==> config.mk <==
export PLATFORM = sky130hd
export DESIGN_NAME = dcs_device_flat
export DESIGN_NICKNAME = d
export VERILOG_FILES = /design/src/rtl/dcs_pkg.sv /design/src/rtl/dcs_link_if.sv /design/src/rtl/dcs_device.sv /design/src/flat_wrapper.sv
export VERILOG_INCLUDE_DIRS = /design/src /design/src/rtl
export SDC_FILE = /design/constraint.sdc
export NUM_CORES = 1
export LEC_CHECK = 0
export CAP_MARGIN = 20
export CORE_ASPECT_RATIO = 1.1
export CORE_MARGIN = 1
export CORE_UTILIZATION = 53
export CTS_CLUSTER_SIZE = 20
export DETAILED_ROUTE_END_ITERATION = 8
export DONT_BUFFER_PORTS = 1
export PLACE_DENSITY = 0.72
export SLEW_MARGIN = 15
export SYNTH_ARGS = -nofsm -noshare
export SYNTH_HDL_FRONTEND = slang
export SYNTH_SLANG_ARGS = --single-unit
export TNS_END_PERCENT = 5
==> constraint.sdc <==
create_clock -name core_clk -period 2.5 [get_ports core_clk]
set_input_delay 0.25 -clock core_clk [delete_from_list [all_inputs] [get_ports core_clk]]
set_output_delay 0.25 -clock core_clk [all_outputs]
set_load 0.01 [all_outputs]
==> src/rtl/dcs_params.svh <==
// constants of the daisy-chain serial register access link
`ifndef DCS_PARAMS_SVH
`define DCS_PARAMS_SVH

// ****************************************
// word format
// ****************************************
`define DCS_WORD_BITS     16
`define DCS_ADDR_MSB      15
`define DCS_ADDR_LSB      9
`define DCS_ACCESS_BIT    8
`define DCS_DATA_MSB      7
`define DCS_ACCESS_READ   1'h1
`define DCS_ACCESS_WRITE  1'h0
`define DCS_NOP_WORD      16'hffff
`define DCS_DUMMY_BYTE    8'hff

// ****************************************
// timing
// ****************************************
`define DCS_CLK_NS        20
`define DCS_SCLK_HALF_NS  200
`define DCS_SCLK_HALF_CYC ((`DCS_SCLK_HALF_NS + `DCS_CLK_NS - 1) / `DCS_CLK_NS)
`define DCS_SYNC_RESET    3'h2

`endif

==> src/rtl/dcs_pkg.sv <==
// types of the daisy-chain serial register access link
package dcs_pkg;
   typedef logic [15:0] dcs_word_t;
   typedef logic [6:0]  dcs_addr_t;
   typedef logic [7:0]  dcs_byte_t;
   typedef enum logic [2:0] {
      DCS_IDLE,
      DCS_LOW,
      DCS_HIGH,
      DCS_TAIL,
      DCS_GAP
   } dcs_mstate_t;
endpackage

==> src/rtl/dcs_link_if.sv <==
// link wires between the chain master and one chained device
`timescale 1ns/1ps
`default_nettype none
interface dcs_link_if;
   logic sclk;
   logic cs_n;
   logic mosi;
   logic serial_out;
   logic serial_out_oe;
   logic miso;
   // ****************************************
   // wire level: pull-up while released
   // ****************************************
   assign miso = serial_out_oe ? serial_out : 1'h1;
   modport master (
      output sclk,
      output cs_n,
      output mosi,
      input  miso
   );
   modport device (
      input  sclk,
      input  cs_n,
      input  mosi,
      output serial_out,
      output serial_out_oe
   );
endinterface
`default_nettype wire

==> src/rtl/dcs_device.sv <==
// chained device end: 16-bit shift register, write latch and read return
`timescale 1ns/1ps
`default_nettype none
`include "dcs_params.svh"

module dcs_device (
   // clock and reset
   input  wire logic              core_clk,
   input  wire logic              sys_rst,
   // link
   dcs_link_if.device             link,
   // register write side
   output logic                   wr_strobe,
   output dcs_pkg::dcs_addr_t     wr_addr,
   output dcs_pkg::dcs_byte_t     wr_data,
   // register read side
   output logic                   rd_req,
   output dcs_pkg::dcs_addr_t     rd_addr,
   input  wire dcs_pkg::dcs_byte_t rd_data,
   // status
   output logic                   frame_active,
   output logic                   frame_drop
);

   // ****************************************
   // pin synchronisers
   // ****************************************
   localparam int SCLK_I = 2;
   localparam int CS_I   = 1;
   localparam int SDI_I  = 0;

   logic [2:0] pin_raw;
   logic [2:0] pin_s1;
   logic [2:0] pin_s2;
   logic [2:0] pin_s3;
   logic [2:0] pin_held;
   logic [2:0] pin_prev;

   assign pin_raw = {link.sclk, link.cs_n, link.mosi};

   genvar gi;
   generate
      for (gi = 0; gi < 3; gi++) begin : g_sync
         localparam logic [2:0] RST_ALL = `DCS_SYNC_RESET;
         localparam logic       RST_VAL = RST_ALL[gi];
         always_ff @(posedge core_clk or posedge sys_rst) begin
            if (sys_rst) begin
               pin_s1[gi]   <= RST_VAL;
               pin_s2[gi]   <= RST_VAL;
               pin_s3[gi]   <= RST_VAL;
               pin_held[gi] <= RST_VAL;
               pin_prev[gi] <= RST_VAL;
            end else begin
               pin_s1[gi] <= pin_raw[gi];
               pin_s2[gi] <= pin_s1[gi];
               pin_s3[gi] <= pin_s2[gi];
               if (pin_s2[gi] == pin_s3[gi]) begin
                  pin_held[gi] <= pin_s3[gi];
               end
               pin_prev[gi] <= pin_held[gi];
            end
         end
      end
   endgenerate

   // ****************************************
   // link events
   // ****************************************
   logic active;
   logic sclk_rise;
   logic sclk_fall;
   logic cs_fall;
   logic cs_rise;

   assign active    = ~pin_held[CS_I] & ~pin_prev[CS_I];
   assign sclk_rise = active & pin_held[SCLK_I] & ~pin_prev[SCLK_I];
   assign sclk_fall = active & ~pin_held[SCLK_I] & pin_prev[SCLK_I];
   assign cs_fall   = ~pin_held[CS_I] & pin_prev[CS_I];
   assign cs_rise   = pin_held[CS_I] & ~pin_prev[CS_I];

   // ****************************************
   // shift register and bit count
   // ****************************************
   dcs_pkg::dcs_word_t shift_word;
   dcs_pkg::dcs_word_t next_load;
   logic [4:0]         bit_cnt;
   logic               read_pending;
   logic               word_full;
   logic               is_read;
   logic               is_nop;

   assign next_load = {`DCS_DUMMY_BYTE, rd_data};
   assign word_full = (bit_cnt == 5'(`DCS_WORD_BITS));
   assign is_read   = (shift_word[`DCS_ACCESS_BIT] == `DCS_ACCESS_READ);
   assign is_nop    = (shift_word == `DCS_NOP_WORD);

   always_ff @(posedge core_clk or posedge sys_rst) begin
      if (sys_rst) begin
         shift_word <= 16'h0000;
      end else if (cs_fall && read_pending) begin
         shift_word <= next_load;
      end else if (sclk_rise) begin
         shift_word <= {shift_word[14:0], pin_held[SDI_I]};
      end
   end

   always_ff @(posedge core_clk or posedge sys_rst) begin
      if (sys_rst) begin
         bit_cnt <= 5'h00;
      end else if (cs_fall) begin
         bit_cnt <= 5'h00;
      end else if (sclk_rise && !word_full) begin
         bit_cnt <= bit_cnt + 5'h01;
      end
   end

   // ****************************************
   // interpretation at chip select rise
   // ****************************************
   always_ff @(posedge core_clk or posedge sys_rst) begin
      if (sys_rst) begin
         wr_strobe <= 1'h0;
         wr_addr   <= 7'h00;
         wr_data   <= 8'h00;
      end else begin
         wr_strobe <= 1'h0;
         if (cs_rise && word_full && !is_read) begin
            wr_strobe <= 1'h1;
            wr_addr   <= shift_word[`DCS_ADDR_MSB:`DCS_ADDR_LSB];
            wr_data   <= shift_word[`DCS_DATA_MSB:0];
         end
      end
   end

   always_ff @(posedge core_clk or posedge sys_rst) begin
      if (sys_rst) begin
         rd_req  <= 1'h0;
         rd_addr <= 7'h00;
      end else begin
         rd_req <= 1'h0;
         if (cs_rise && word_full && is_read && !is_nop) begin
            rd_req  <= 1'h1;
            rd_addr <= shift_word[`DCS_ADDR_MSB:`DCS_ADDR_LSB];
         end
      end
   end

   always_ff @(posedge core_clk or posedge sys_rst) begin
      if (sys_rst) begin
         read_pending <= 1'h0;
      end else if (cs_rise && word_full && is_read && !is_nop) begin
         read_pending <= 1'h1;
      end else if (cs_fall) begin
         read_pending <= 1'h0;
      end
   end

   always_ff @(posedge core_clk or posedge sys_rst) begin
      if (sys_rst) begin
         frame_drop <= 1'h0;
      end else begin
         frame_drop <= cs_rise & ~word_full;
      end
   end

   // ****************************************
   // serial output
   // ****************************************
   always_ff @(posedge core_clk or posedge sys_rst) begin
      if (sys_rst) begin
         link.serial_out <= 1'h0;
      end else if (cs_fall) begin
         link.serial_out <= read_pending ? next_load[15] : shift_word[15];
      end else if (sclk_fall) begin
         link.serial_out <= shift_word[15];
      end
   end

   always_ff @(posedge core_clk or posedge sys_rst) begin
      if (sys_rst) begin
         link.serial_out_oe <= 1'h0;
         frame_active       <= 1'h0;
      end else begin
         link.serial_out_oe <= ~pin_held[CS_I];
         frame_active       <= ~pin_held[CS_I];
      end
   end

endmodule
`default_nettype wire

==> src/flat_wrapper.sv <==
// flat-port wrapper written by rule: the top's interface ports become plain ports
module dcs_device_flat 
  (core_clk, sys_rst, wr_strobe, wr_addr, wr_data, rd_req, rd_addr, rd_data, frame_active, frame_drop, link_sclk, link_cs_n, link_mosi, link_serial_out, link_serial_out_oe);
  dcs_link_if link_i ();
  input  wire logic core_clk;
  input  wire logic sys_rst;
  output logic wr_strobe;
  output dcs_pkg::dcs_addr_t wr_addr;
  output dcs_pkg::dcs_byte_t wr_data;
  output logic rd_req;
  output dcs_pkg::dcs_addr_t rd_addr;
  input  wire dcs_pkg::dcs_byte_t rd_data;
  output logic frame_active;
  output logic frame_drop;
  input wire logic [$bits(link_i.sclk)-1:0] link_sclk;
  input wire logic [$bits(link_i.cs_n)-1:0] link_cs_n;
  input wire logic [$bits(link_i.mosi)-1:0] link_mosi;
  output wire logic [$bits(link_i.serial_out)-1:0] link_serial_out;
  output wire logic [$bits(link_i.serial_out_oe)-1:0] link_serial_out_oe;
  assign link_i.sclk = link_sclk;
  assign link_i.cs_n = link_cs_n;
  assign link_i.mosi = link_mosi;
  assign link_serial_out = link_i.serial_out;
  assign link_serial_out_oe = link_i.serial_out_oe;
  dcs_device u_core (.core_clk(core_clk), .sys_rst(sys_rst), .link(link_i), .wr_strobe(wr_strobe), .wr_addr(wr_addr), .wr_data(wr_data), .rd_req(rd_req), .rd_addr(rd_addr), .rd_data(rd_data), .frame_active(frame_active), .frame_drop(frame_drop));
endmodule
* After elaboration in Yosys (flattened, before gate mapping) *
Index checks and enable logic that the tools add are counted.
Widths: inputs -> output; s select.

word-level totals
  flip-flop bits (word level) = 63
  input port bits = 13
  output and inout bits = 28
  word-level logic and storage cells = 68

operators by class
  $add $sub $neg = 1
  eq/ne operators = 5
  mux-type cells = 11
  bitwise operators = 13
  reductions and logical operators = 13

operators with widths
  kind                  count
  $mux 16               2
  $eq 16x16->1 const B  1
  $mux 5                2
  $and 1x1->1           8
  $reduce_bool 2->1     4
  $mux 1                7
  $logic_and 1x1->1     6
  $add 5x1->5 const B   1
  $eq 5x5->1 const B    1
  $not 1->1             5
  $eq 1x1->1            3
  $logic_not 1->1       3

* Logic depth before layout (Yosys ltp) *
Gate-level depths: netlist of the first run.

  depth in word-level cells = 7
  mapped depth = 7
  gate-level depth less buffers = 6

* Least setup slack after synthesis of the first run *
No wires, ideal clock.

  kind = register to register
  start point = register u_core.bit_cnt[0]
  end point = register u_core.wr_addr[0]
  library setup time = 0.125 ns
  arrival time = 1.714 ns
  data required time = 2.375 ns
  slack = 0.662 ns
  stages on the path, launching flop included = 8
  path buffers = 1
  period minus slack after synthesis = 1.838 ns
  path through = dfrtp_1 -> inv_1 -> ha_1 -> and4bb_2 -> nand3b_1 -> nor2_2 -> buf_6 -> mux2_2

on the way
  longest elaborated chain between the ends = 3

RTL lines
  element                         line               text
  start: declaration              dcs_device.sv:86   logic [4:0] bit_cnt;
  start signal: assignment        dcs_device.sv:113  bit_cnt <= bit_cnt + 5'h01;
  $eq 5x5->1                      dcs_device.sv:93   assign word_full = (bit_cnt == 5'(`DCS_WORD_BITS));
  $logic_and 1x1->1 (2 in a row)  dcs_device.sv:127  if (cs_rise && word_full && !is_read) begin
  end signal: assignment          dcs_device.sv:129  wr_addr <= shift_word[`DCS_ADDR_MSB:`DCS_ADDR_LSB];
  end: declaration                dcs_device.sv:14   output dcs_pkg::dcs_addr_t wr_addr,

Every way passes these cells.
A chain may end at the register's enable or synchronous reset.

* Worst setup path in the final report of the first run *
  start point = register u_core.bit_cnt[1]
  end point = register u_core.rd_addr[0]

on the way
  longest elaborated chain between the ends = 4

RTL lines
  element                         line               text
  $eq 5x5->1                      dcs_device.sv:93
  $logic_and 1x1->1 (3 in a row)  dcs_device.sv:141  if (cs_rise && word_full && is_read && !is_nop) begin
  end signal: assignment          dcs_device.sv:143  rd_addr <= shift_word[`DCS_ADDR_MSB:`DCS_ADDR_LSB];
  end: declaration                dcs_device.sv:18   output dcs_pkg::dcs_addr_t rd_addr,

Every way passes these cells.

==> flow_summary.toml, run 1 <==
[layout]
drive_gt1_frac = 0.2615
finalInstanceArea_um2 = 2730
fillers = 334
instances_no_fill = 249
nets = 205
n_antenna_cell = 0
utilization = 0.6279
synthToLayoutAreaGrowth_pct = 13.12

[cts]
cts_tree = "yes"
cts_buffers = 9
clk_pin_slew_ns = 0.07
cts_setup_buffers = 0
root_buffer = "clkbuf_8"
clock-sinks = 63
post_cts_resized = 0
ctsHoldBuffers = 3
clk_latency_ns = 0.33
htreeDepth = 3
max-clock-path-buffers = 2

[hold_path]
hold_class = "in -> reg"
min_delay_path_depth = 2

[logic_synthesis]
synth-seq-area-share = 0.6558
synthTopCellsByArea = "dfrtp_1 (60%), mux2_2 (10%), dfstp_2 (5.4%)"
netlist_area_um2 = 2414
ys.flop_type = "dfrtp_1"
synth-edff-count = 0
synth_fp_nets = 192
synth-async-reset-ratio = 1.000
synth_top_area_cell = "dfrtp_1"
ys_ff_latch = 63
yosysMostFrequentCell = "dfrtp_1"
yosysUniqueCellTypes = 36
avgSynthCellArea_um2 = 13.64
synth_top_area_share = 0.6013
synthCells = 177
yosysWarningCount = 0
synth_commonest_cells = "dfrtp_1 (58), mux2_2 (22), nand2_1 (18)"

[power]
p_clk_frac = 0.367
peakVddDrop_uv = 544.3
leakagePower_nw = 1.265
p_switching_mw = 0.6539
p_seq_frac = 0.550
total_power_mw = 2.495
switching_share = 0.2621
power_density_nw_per_um2 = 913.9
combPwrFrac = 0.083
power.internal_mw = 1.841

[global_route]
antenna_found_initial = 0
overflow = 0
grt_pass1_vias = 1395
grt_pass1_wl_um = 7176
grt_max_degree = 51
track_usage = 0.2083

[timing]
setup_slack_ns = 0.5415
slew-limit-headroom = 0.6746
fin_worst_skew_ns = 0.005240
worst_slew_pin_slew_ns = 0.4881
period_minus_slack_ns = 1.958
finalSetupViolCount = 0
hold_ws_ns = 0.05550
fmax_ghz = 0.5106
setup_tns_ns = 0
timing.final.max_slew_violations = 0
finalHoldViolations = 0
timing.final.crit_share = 0.7834
rsz0062_at_grt = "false"

[place]
dp_hpwl_um = 2881
placed_cell_area_um2 = 2465
portBuffers = 0
place.gp.congestion = 0.7497
place_inst = 228
dp_slack_ns = 0.5914

[critical_path]
worstSetupStartpointType = "flop"
worstPathMaxFanout = 9
reg2reg_depth = 7
worstPathRequired_ns = 2.71
end_kind = "flop"
critPathKind = "reg -> reg"
worstPathArrival_ns = 2.17

[detailed_routing]
via_per_inst = 5.727
post_drt_wl_per_cell_um = 17.24
dr.pass1.iters = 4
num_vias = 1426
drc_errors = 0
postRouteWirelength_um = 4294
drtIter0Drc = 73
antenna_left = 0

[flow_run]
maxCapViolCount = 0

[floorplanning]
core_region_area_um2 = 4348
die_w_um = 66.34
die-area_um2 = 4828
initial_core_util = 0.5551
io_pins = 41
row_count = 25
die_y_um = 72.78

[status]
status = "completed"
layer usage:
metal,part of all wire,global-route usage,vias up
met5,0,0,-
met4,0.014,0.1087,0
met3,0.053,0.06719,6
met2,0.52,0.3209,31
met1,0.41,0.2633,738
li1,-,-,651
state kept, by name, summed over array words and instances (netlist names), 5 cells and up:
register and cells:
u_core.bit_cnt 5, u_core.rd_addr 7, u_core.shift_word 16, u_core.wr_addr 7, u_core.wr_data 8
area by class of cell:
class	count	area, um2	share of cell area
Inverter	6	22.52	0.008249
Tap cell	54	67.56	0.02475
Timing Repair Buffer	10	97.59	0.03575
Clock inverter	4	70.07	0.02566
Multi-Input combinational cell	100	754.5	0.2764
Sequential cell	63	1583	0.5797
Clock buffer	12	135.1	0.04950
power groups by stage:
stage	clock [mW]	combinational, mW	sequential [mW]
2_1_floorplan	0	0.182	1.31
3_3_place_gp	0	0.188	1.37
3_5_place_dp	0	0.200	1.39
4_1_cts	0.934	0.205	1.37
5_1_grt	0.977	0.240	1.40
6_report	0.916	0.207	1.37
cells in the final DEF, fill, tap and decap left out, drive strengths merged, types with 3 or more instances in the layout:
master and count:
dfrtp 58, o22a 7, dlygate4sd3 4, nand2 18, inv 6, a21oi 3
buf 6, dfstp 5, a22oi 6, maj3 3, clkbuf 12, nor3b 3
mux2 22, nor2 11, nand4 6
final timing paths:
kind                                         from                    to  slack (ns)
max in group asynchronous                 sys_rst     u_core.wr_addr[6]        1.46
worst max-delay path            u_core.bit_cnt[1]     u_core.rd_addr[0]        0.54
worst min-delay path                   rd_data[2]  u_core.shift_word[2]        0.06
worst max register to register  u_core.bit_cnt[1]     u_core.rd_addr[0]        0.54
min in group asynchronous                 sys_rst         u_core.rd_req        0.37
worst min register to register   u_core.pin_s1[1]      u_core.pin_s2[1]        0.36
cell families after synthesis:
| group | count (synthesis) | share of synthesized area |
|---|---|---|
| adder cells (fa/ha/maj) | 5 | 0.02281 |
| flip-flops | 63 | 0.6558 |
| buffers and inverters | 14 | 0.03162 |
| XOR/XNOR | 4 | 0.01452 |
| AO/OA/AOI/OAI | 21 | 0.06480 |
| multiplexers | 22 | 0.1026 |
| AND/OR/NAND/NOR | 48 | 0.1078 |
critical path, stage by stage, from the launching register on:
cell and delay [ns]:
dfrtp_1 0.41, inv_1 0.09, ha_1 0.14, and4bb_2 0.30, nand3b_1 0.13, nor3b_1 0.21, buf_4 0.20, mux2_2 0.35
No activity file was read; power rests on OpenSTA's default activity.
==> run 2: changes to the inputs <==
--- a/config.mk
+++ b/config.mk
@@ -13,7 +13,7 @@
 export CTS_CLUSTER_SIZE = 20
 export DETAILED_ROUTE_END_ITERATION = 8
 export DONT_BUFFER_PORTS = 1
-export PLACE_DENSITY = 0.72
+export PLACE_DENSITY = 0.75
 export SLEW_MARGIN = 15
 export SYNTH_ARGS = -nofsm -noshare
 export SYNTH_HDL_FRONTEND = slang
==> constraint.sdc (replaced) <==
create_clock -name core_clk -period 1.75 [get_ports core_clk]
set_input_delay 0.175 -clock core_clk [delete_from_list [all_inputs] [get_ports core_clk]]
set_output_delay 0.175 -clock core_clk [all_outputs]
set_load 0.01 [all_outputs]
==> flow_summary.toml, run 2 (synthesis gave the netlist of run 1 again) <==
[status]
status = "complete, but fails checks"
violations = "negative setup slack"

[detailed_routing]
dr.pass1.iters = 4
postRouteWirelength_um = 4774
post_drt_wl_per_cell_um = 18.15
drc_errors = 0
num_vias = 1502
drtIter0Drc = 38
via_per_inst = 5.711
antenna_left = 0

[floorplanning]
initial_core_util = 0.5551
die_y_um = 72.78
io_pins = 41
core_region_area_um2 = 4348
row_count = 25
die-area_um2 = 4828
die_w_um = 66.34

[timing]
worst_slew_pin_slew_ns = 0.5077
finalSetupViolCount = 22
period_minus_slack_ns = 1.845
finalHoldViolations = 0
slew-limit-headroom = 0.6607
setup_slack_ns = -0.09529
timing.final.max_slew_violations = 0
rsz0062_at_grt = "true"
fmax_ghz = 0.5419
timing.final.crit_share = 1.054
fin_worst_skew_ns = 0.007434
setup_tns_ns = -1.744

[cts]
root_buffer = "clkbuf_8"
clock-sinks = 63
cts_setup_buffers = 0
htreeDepth = 3
clk_latency_ns = 0.33
max-clock-path-buffers = 2
clk_pin_slew_ns = 0.06
cts_tree = "yes"
cts_buffers = 9

[critical_path]
path_delay_family = "simple AND/OR/NAND/NOR gates"
critPathKind = "reg -> reg"
worstPathMaxFanout = 5
cp_num_buf_inv = 2
slowest_stage = "dfrtp_1"
cp_cell_sequence = "inv_1 > ha_1 > and4bb_2 > nand3b_1 > nor3b_2 > buf_4 > mux2_4"
worstPathRequired_ns = 1.96
worstSetupStartpointType = "flop"
max_stage_delay_ns = 0.38
worstPathArrival_ns = 2.05
end_kind = "flop"

[global_route]
grt_pass1_vias = 1505
grt_max_degree = 64
grt_pass1_wl_um = 7452
overflow = 0
antenna_found_initial = 0
track_usage = 0.2156

[layout]
largest_register_ff_count = 16
fillers = 292
synthToLayoutAreaGrowth_pct = 20.79
drive_gt1_frac = 0.2871
final_common_cell = "dfrtp_1"
nets = 221
top_regs = "u_core.shift_word x16, u_core.wr_data x8"
n_antenna_cell = 0
layout_common_cells = "dfrtp_1 (58), mux2_4 (22), nand2_1 (18)"
regMostFlops = "u_core.shift_word"
finalInstanceArea_um2 = 2915
instances_no_fill = 263
utilization = 0.6705

[place]
placed_cell_area_um2 = 2562
dp_slack_ns = -0.05257
portBuffers = 0
dp_hpwl_um = 3046
place_inst = 237
place.gp.congestion = 0.7701

[flow_run]
maxCapViolCount = 0

[power]
power_density_nw_per_um2 = 1145
leakagePower_nw = 1.335
peakVddDrop_uv = 826.9

[hold_path]
hold_class = "in -> reg"
## run 2: timing repair
item	in CTS	in global routing
cloned	0	1
endpoints found under the setup margin	22	24
gates resized for setup	2	24
pin swaps	0	1
hold buffers	11	0
endpoints found under the hold margin	68	0
## run 2: per-stage QoR
| stage | hold slack, ns | total power [mW] |
|---|---|---|
| floorplan | 0.1795 | 2.131 |
| global placement | 0.1403 | 2.283 |
| detailed placement | 0.1538 | 2.317 |
| CTS | 0.01012 | 3.327 |
| global route | 0.007932 | 3.492 |
| finish | 0.02370 | 3.337 |
## run 2: where the power goes
group          leakage (nW)  switching, mW  internal, mW
sequential            0.790          0.256          1.68
clock                0.0761          0.500         0.495
combinational         0.469          0.195         0.215
total                  1.33          0.951          2.39
## run 2: routing by layer
metal  global-route usage  vias up  wire (um)
li1                     -      675          -
met1               0.2664      774       2034
met2               0.3435       43       2410
met3              0.06563       10        220
met4               0.1087        0        109
met5                    0        -          0
## run 2: worst paths after layout
path / from / end / slack (ns) / cells after the start
min reg2reg: u_core.pin_s1[2] / u_core.pin_s2[2] / 0.35 / 0
max reg2reg: u_core.bit_cnt[0] / u_core.rd_addr[1] / -0.1 / 7
max in group asynchronous: sys_rst / u_core.pin_s1[1] / 1.08 / 3
max: u_core.bit_cnt[0] / u_core.rd_addr[1] / -0.1 / 7
min: rd_data[6] / u_core.shift_word[6] / 0.02 / 2
min in group asynchronous: sys_rst / u_core.pin_prev[2] / 0.37 / 3
## run 2: layout make-up
cell class              instances  area [um2]  area share
flip-flops and latches         63        1583      0.5429
multi-input cells             100       849.6      0.2914
repair buffers                 26       247.7     0.08498
clock buffers                  12       135.1     0.04635
well taps                      54       67.56     0.02318
inverters                       6       22.52    0.007725
clock inverters                 2       10.01    0.003433
==> run 3: changes to the inputs <==
--- a/config.mk
+++ b/config.mk
@@ -7,13 +7,15 @@
 export NUM_CORES = 1
 export LEC_CHECK = 0
 export CAP_MARGIN = 20
+export CELL_PAD_IN_SITES_DETAIL_PLACEMENT = 1
+export CELL_PAD_IN_SITES_GLOBAL_PLACEMENT = 1
 export CORE_ASPECT_RATIO = 1.1
 export CORE_MARGIN = 1
-export CORE_UTILIZATION = 53
+export CORE_UTILIZATION = 45
 export CTS_CLUSTER_SIZE = 20
 export DETAILED_ROUTE_END_ITERATION = 8
 export DONT_BUFFER_PORTS = 1
-export PLACE_DENSITY = 0.75
+export PLACE_DENSITY = 0.77
 export SLEW_MARGIN = 15
 export SYNTH_ARGS = -nofsm -noshare
 export SYNTH_HDL_FRONTEND = slang
==> flow_summary.toml, run 3 (synthesis gave the netlist of run 1 again) <==
[status]
status = "complete, but fails checks"
violations = "negative setup slack"

[global_route]
use_met1 = 0.2580
top_usage_layer = "met2"
grt_pass1_wl_um = 9142
overflow = 0
use_met3 = 0.06218
met2_usage = 0.3774
grt_pass1_vias = 1746
grt_max_degree = 43
antenna_found_initial = 0
track_usage = 0.2221

[floorplanning]
die_w_um = 71.83
core_region_area_um2 = 5067
row_count = 27
die-area_um2 = 5661
die_y_um = 78.81
initial_core_util = 0.4763
io_pins = 41

[cts]
htreeDepth = 3
cts_buffers = 9
root_buffer = "clkbuf_8"
max-clock-path-buffers = 2
clock-sinks = 63
cts_tree = "yes"
clk_pin_slew_ns = 0.07
clk_latency_ns = 0.34
cts_setup_buffers = 0

[layout]
layout_common_cells = "dfrtp_1 (58), mux2_2 (19), nand2_1 (17)"
largest_register_ff_count = 16
drive_gt1_frac = 0.2986
synthToLayoutAreaGrowth_pct = 20.06
final_common_cell = "dfrtp_1"
nets = 221
utilization = 0.5719
regMostFlops = "u_core.shift_word"
top_regs = "u_core.shift_word x16, u_core.wr_data x8"
n_antenna_cell = 0
finalInstanceArea_um2 = 2898

[hold_path]
hold_class = "in -> reg"

[detailed_routing]
post_drt_wl_per_cell_um = 20.52
antenna_left = 0
dr.pass1.iters = 4
drtIter0Drc = 68
num_vias = 1556
drc_errors = 0
via_per_inst = 5.784
postRouteWirelength_um = 5519

[place]
dp_slack_ns = -0.1253
place.gp.congestion = 0.7767
portBuffers = 0
dp_hpwl_um = 3679
placed_cell_area_um2 = 2575

[power]
total_power_mw = 3.611
leakagePower_nw = 1.340
power_density_nw_per_um2 = 1246
peakVddDrop_uv = 683.5

[timing]
setup_slack_ns = -0.1877
fmax_ghz = 0.5161
timing.final.crit_share = 1.107
worst_slew_pin_slew_ns = 0.5770
finalSetupViolCount = 24
setup_tns_ns = -3.588
finalHoldViolations = 0
slew-limit-headroom = 0.6143
period_minus_slack_ns = 1.938
fin_worst_skew_ns = 0.005658
rsz0062_at_grt = "true"
timing.final.max_slew_violations = 0

[critical_path]
worstPathRequired_ns = 1.97
worstPathMaxFanout = 16
max_stage_delay_ns = 0.39
slowest_stage = "dfrtp_1"
cp_cell_sequence = "inv_1 > ha_1 > and4bb_2 > nand3b_1 > buf_4 > nor2_4 > buf_12 > mux2_2"
worstPathArrival_ns = 2.16
end_kind = "flop"
critPathKind = "reg -> reg"
worstSetupStartpointType = "flop"

[flow_run]
maxCapViolCount = 0
run 3: worst max-delay path, delay by kind of cell, from the launching register on:
family | cells | cell delay (ns)
fa+ha+maj | 1 | 0.14
buf+inv | 3 | 0.42
flops | 1 | 0.39
mux | 1 | 0.34
simple gates | 3 | 0.50
run 3: stage by stage:
step                cells  hold WS (ns)
global placement      242       0.08080
detailed placement    242       0.09805
finish                269       0.03446
CTS                   269       0.02921
global route          269       0.06547
floorplan             177        0.1795
run 3: layer usage:
layer / vias to the layer above / part of all wire
li1: 681 / -
met1: 828 / 0.40
met2: 35 / 0.53
met3: 12 / 0.043
met4: 0 / 0.022
met5: - / 0
run 3: layout make-up:
cell class / instances / area, um2
Timing Repair Buffer: 26 / 251.5
Inverter: 6 / 22.52
Clock buffer: 12 / 145.1
Tap cell: 58 / 72.57
Clock inverter: 4 / 45.04
Sequential cell: 63 / 1583
Fill cell: 491 / 2170
Multi-Input combinational cell: 100 / 778.2
run 3: path summary, 6_finish.rpt:
check                                   from  slack (ns)              endpoint  cells after the start
setup / recovery           u_core.bit_cnt[1]       -0.19     u_core.wr_data[0]                      8
hold reg to reg             u_core.pin_s1[0]        0.36      u_core.pin_s2[0]                      0
min in group asynchronous            sys_rst        0.31     u_core.bit_cnt[1]                      2
hold / removal                    rd_data[6]        0.03  u_core.shift_word[6]                      2
max in group asynchronous            sys_rst        0.86     u_core.wr_data[1]                      3
setup reg to reg           u_core.bit_cnt[1]       -0.19     u_core.wr_data[0]                      8
run 3: timing repair:
action | CTS | global route
endpoints found under the hold margin | 26 | 0
cloned | 0 | 0
hold buffers | 11 | 0
setup endpoints to repair | 24 | 33
resized for setup | 3 | 3
run 3: power breakdown:
group,switching [mW],internal [mW],leakage [nW]
clock,0.523,0.690,0.100
combinational,0.240,0.235,0.450
sequential,0.248,1.68,0.790
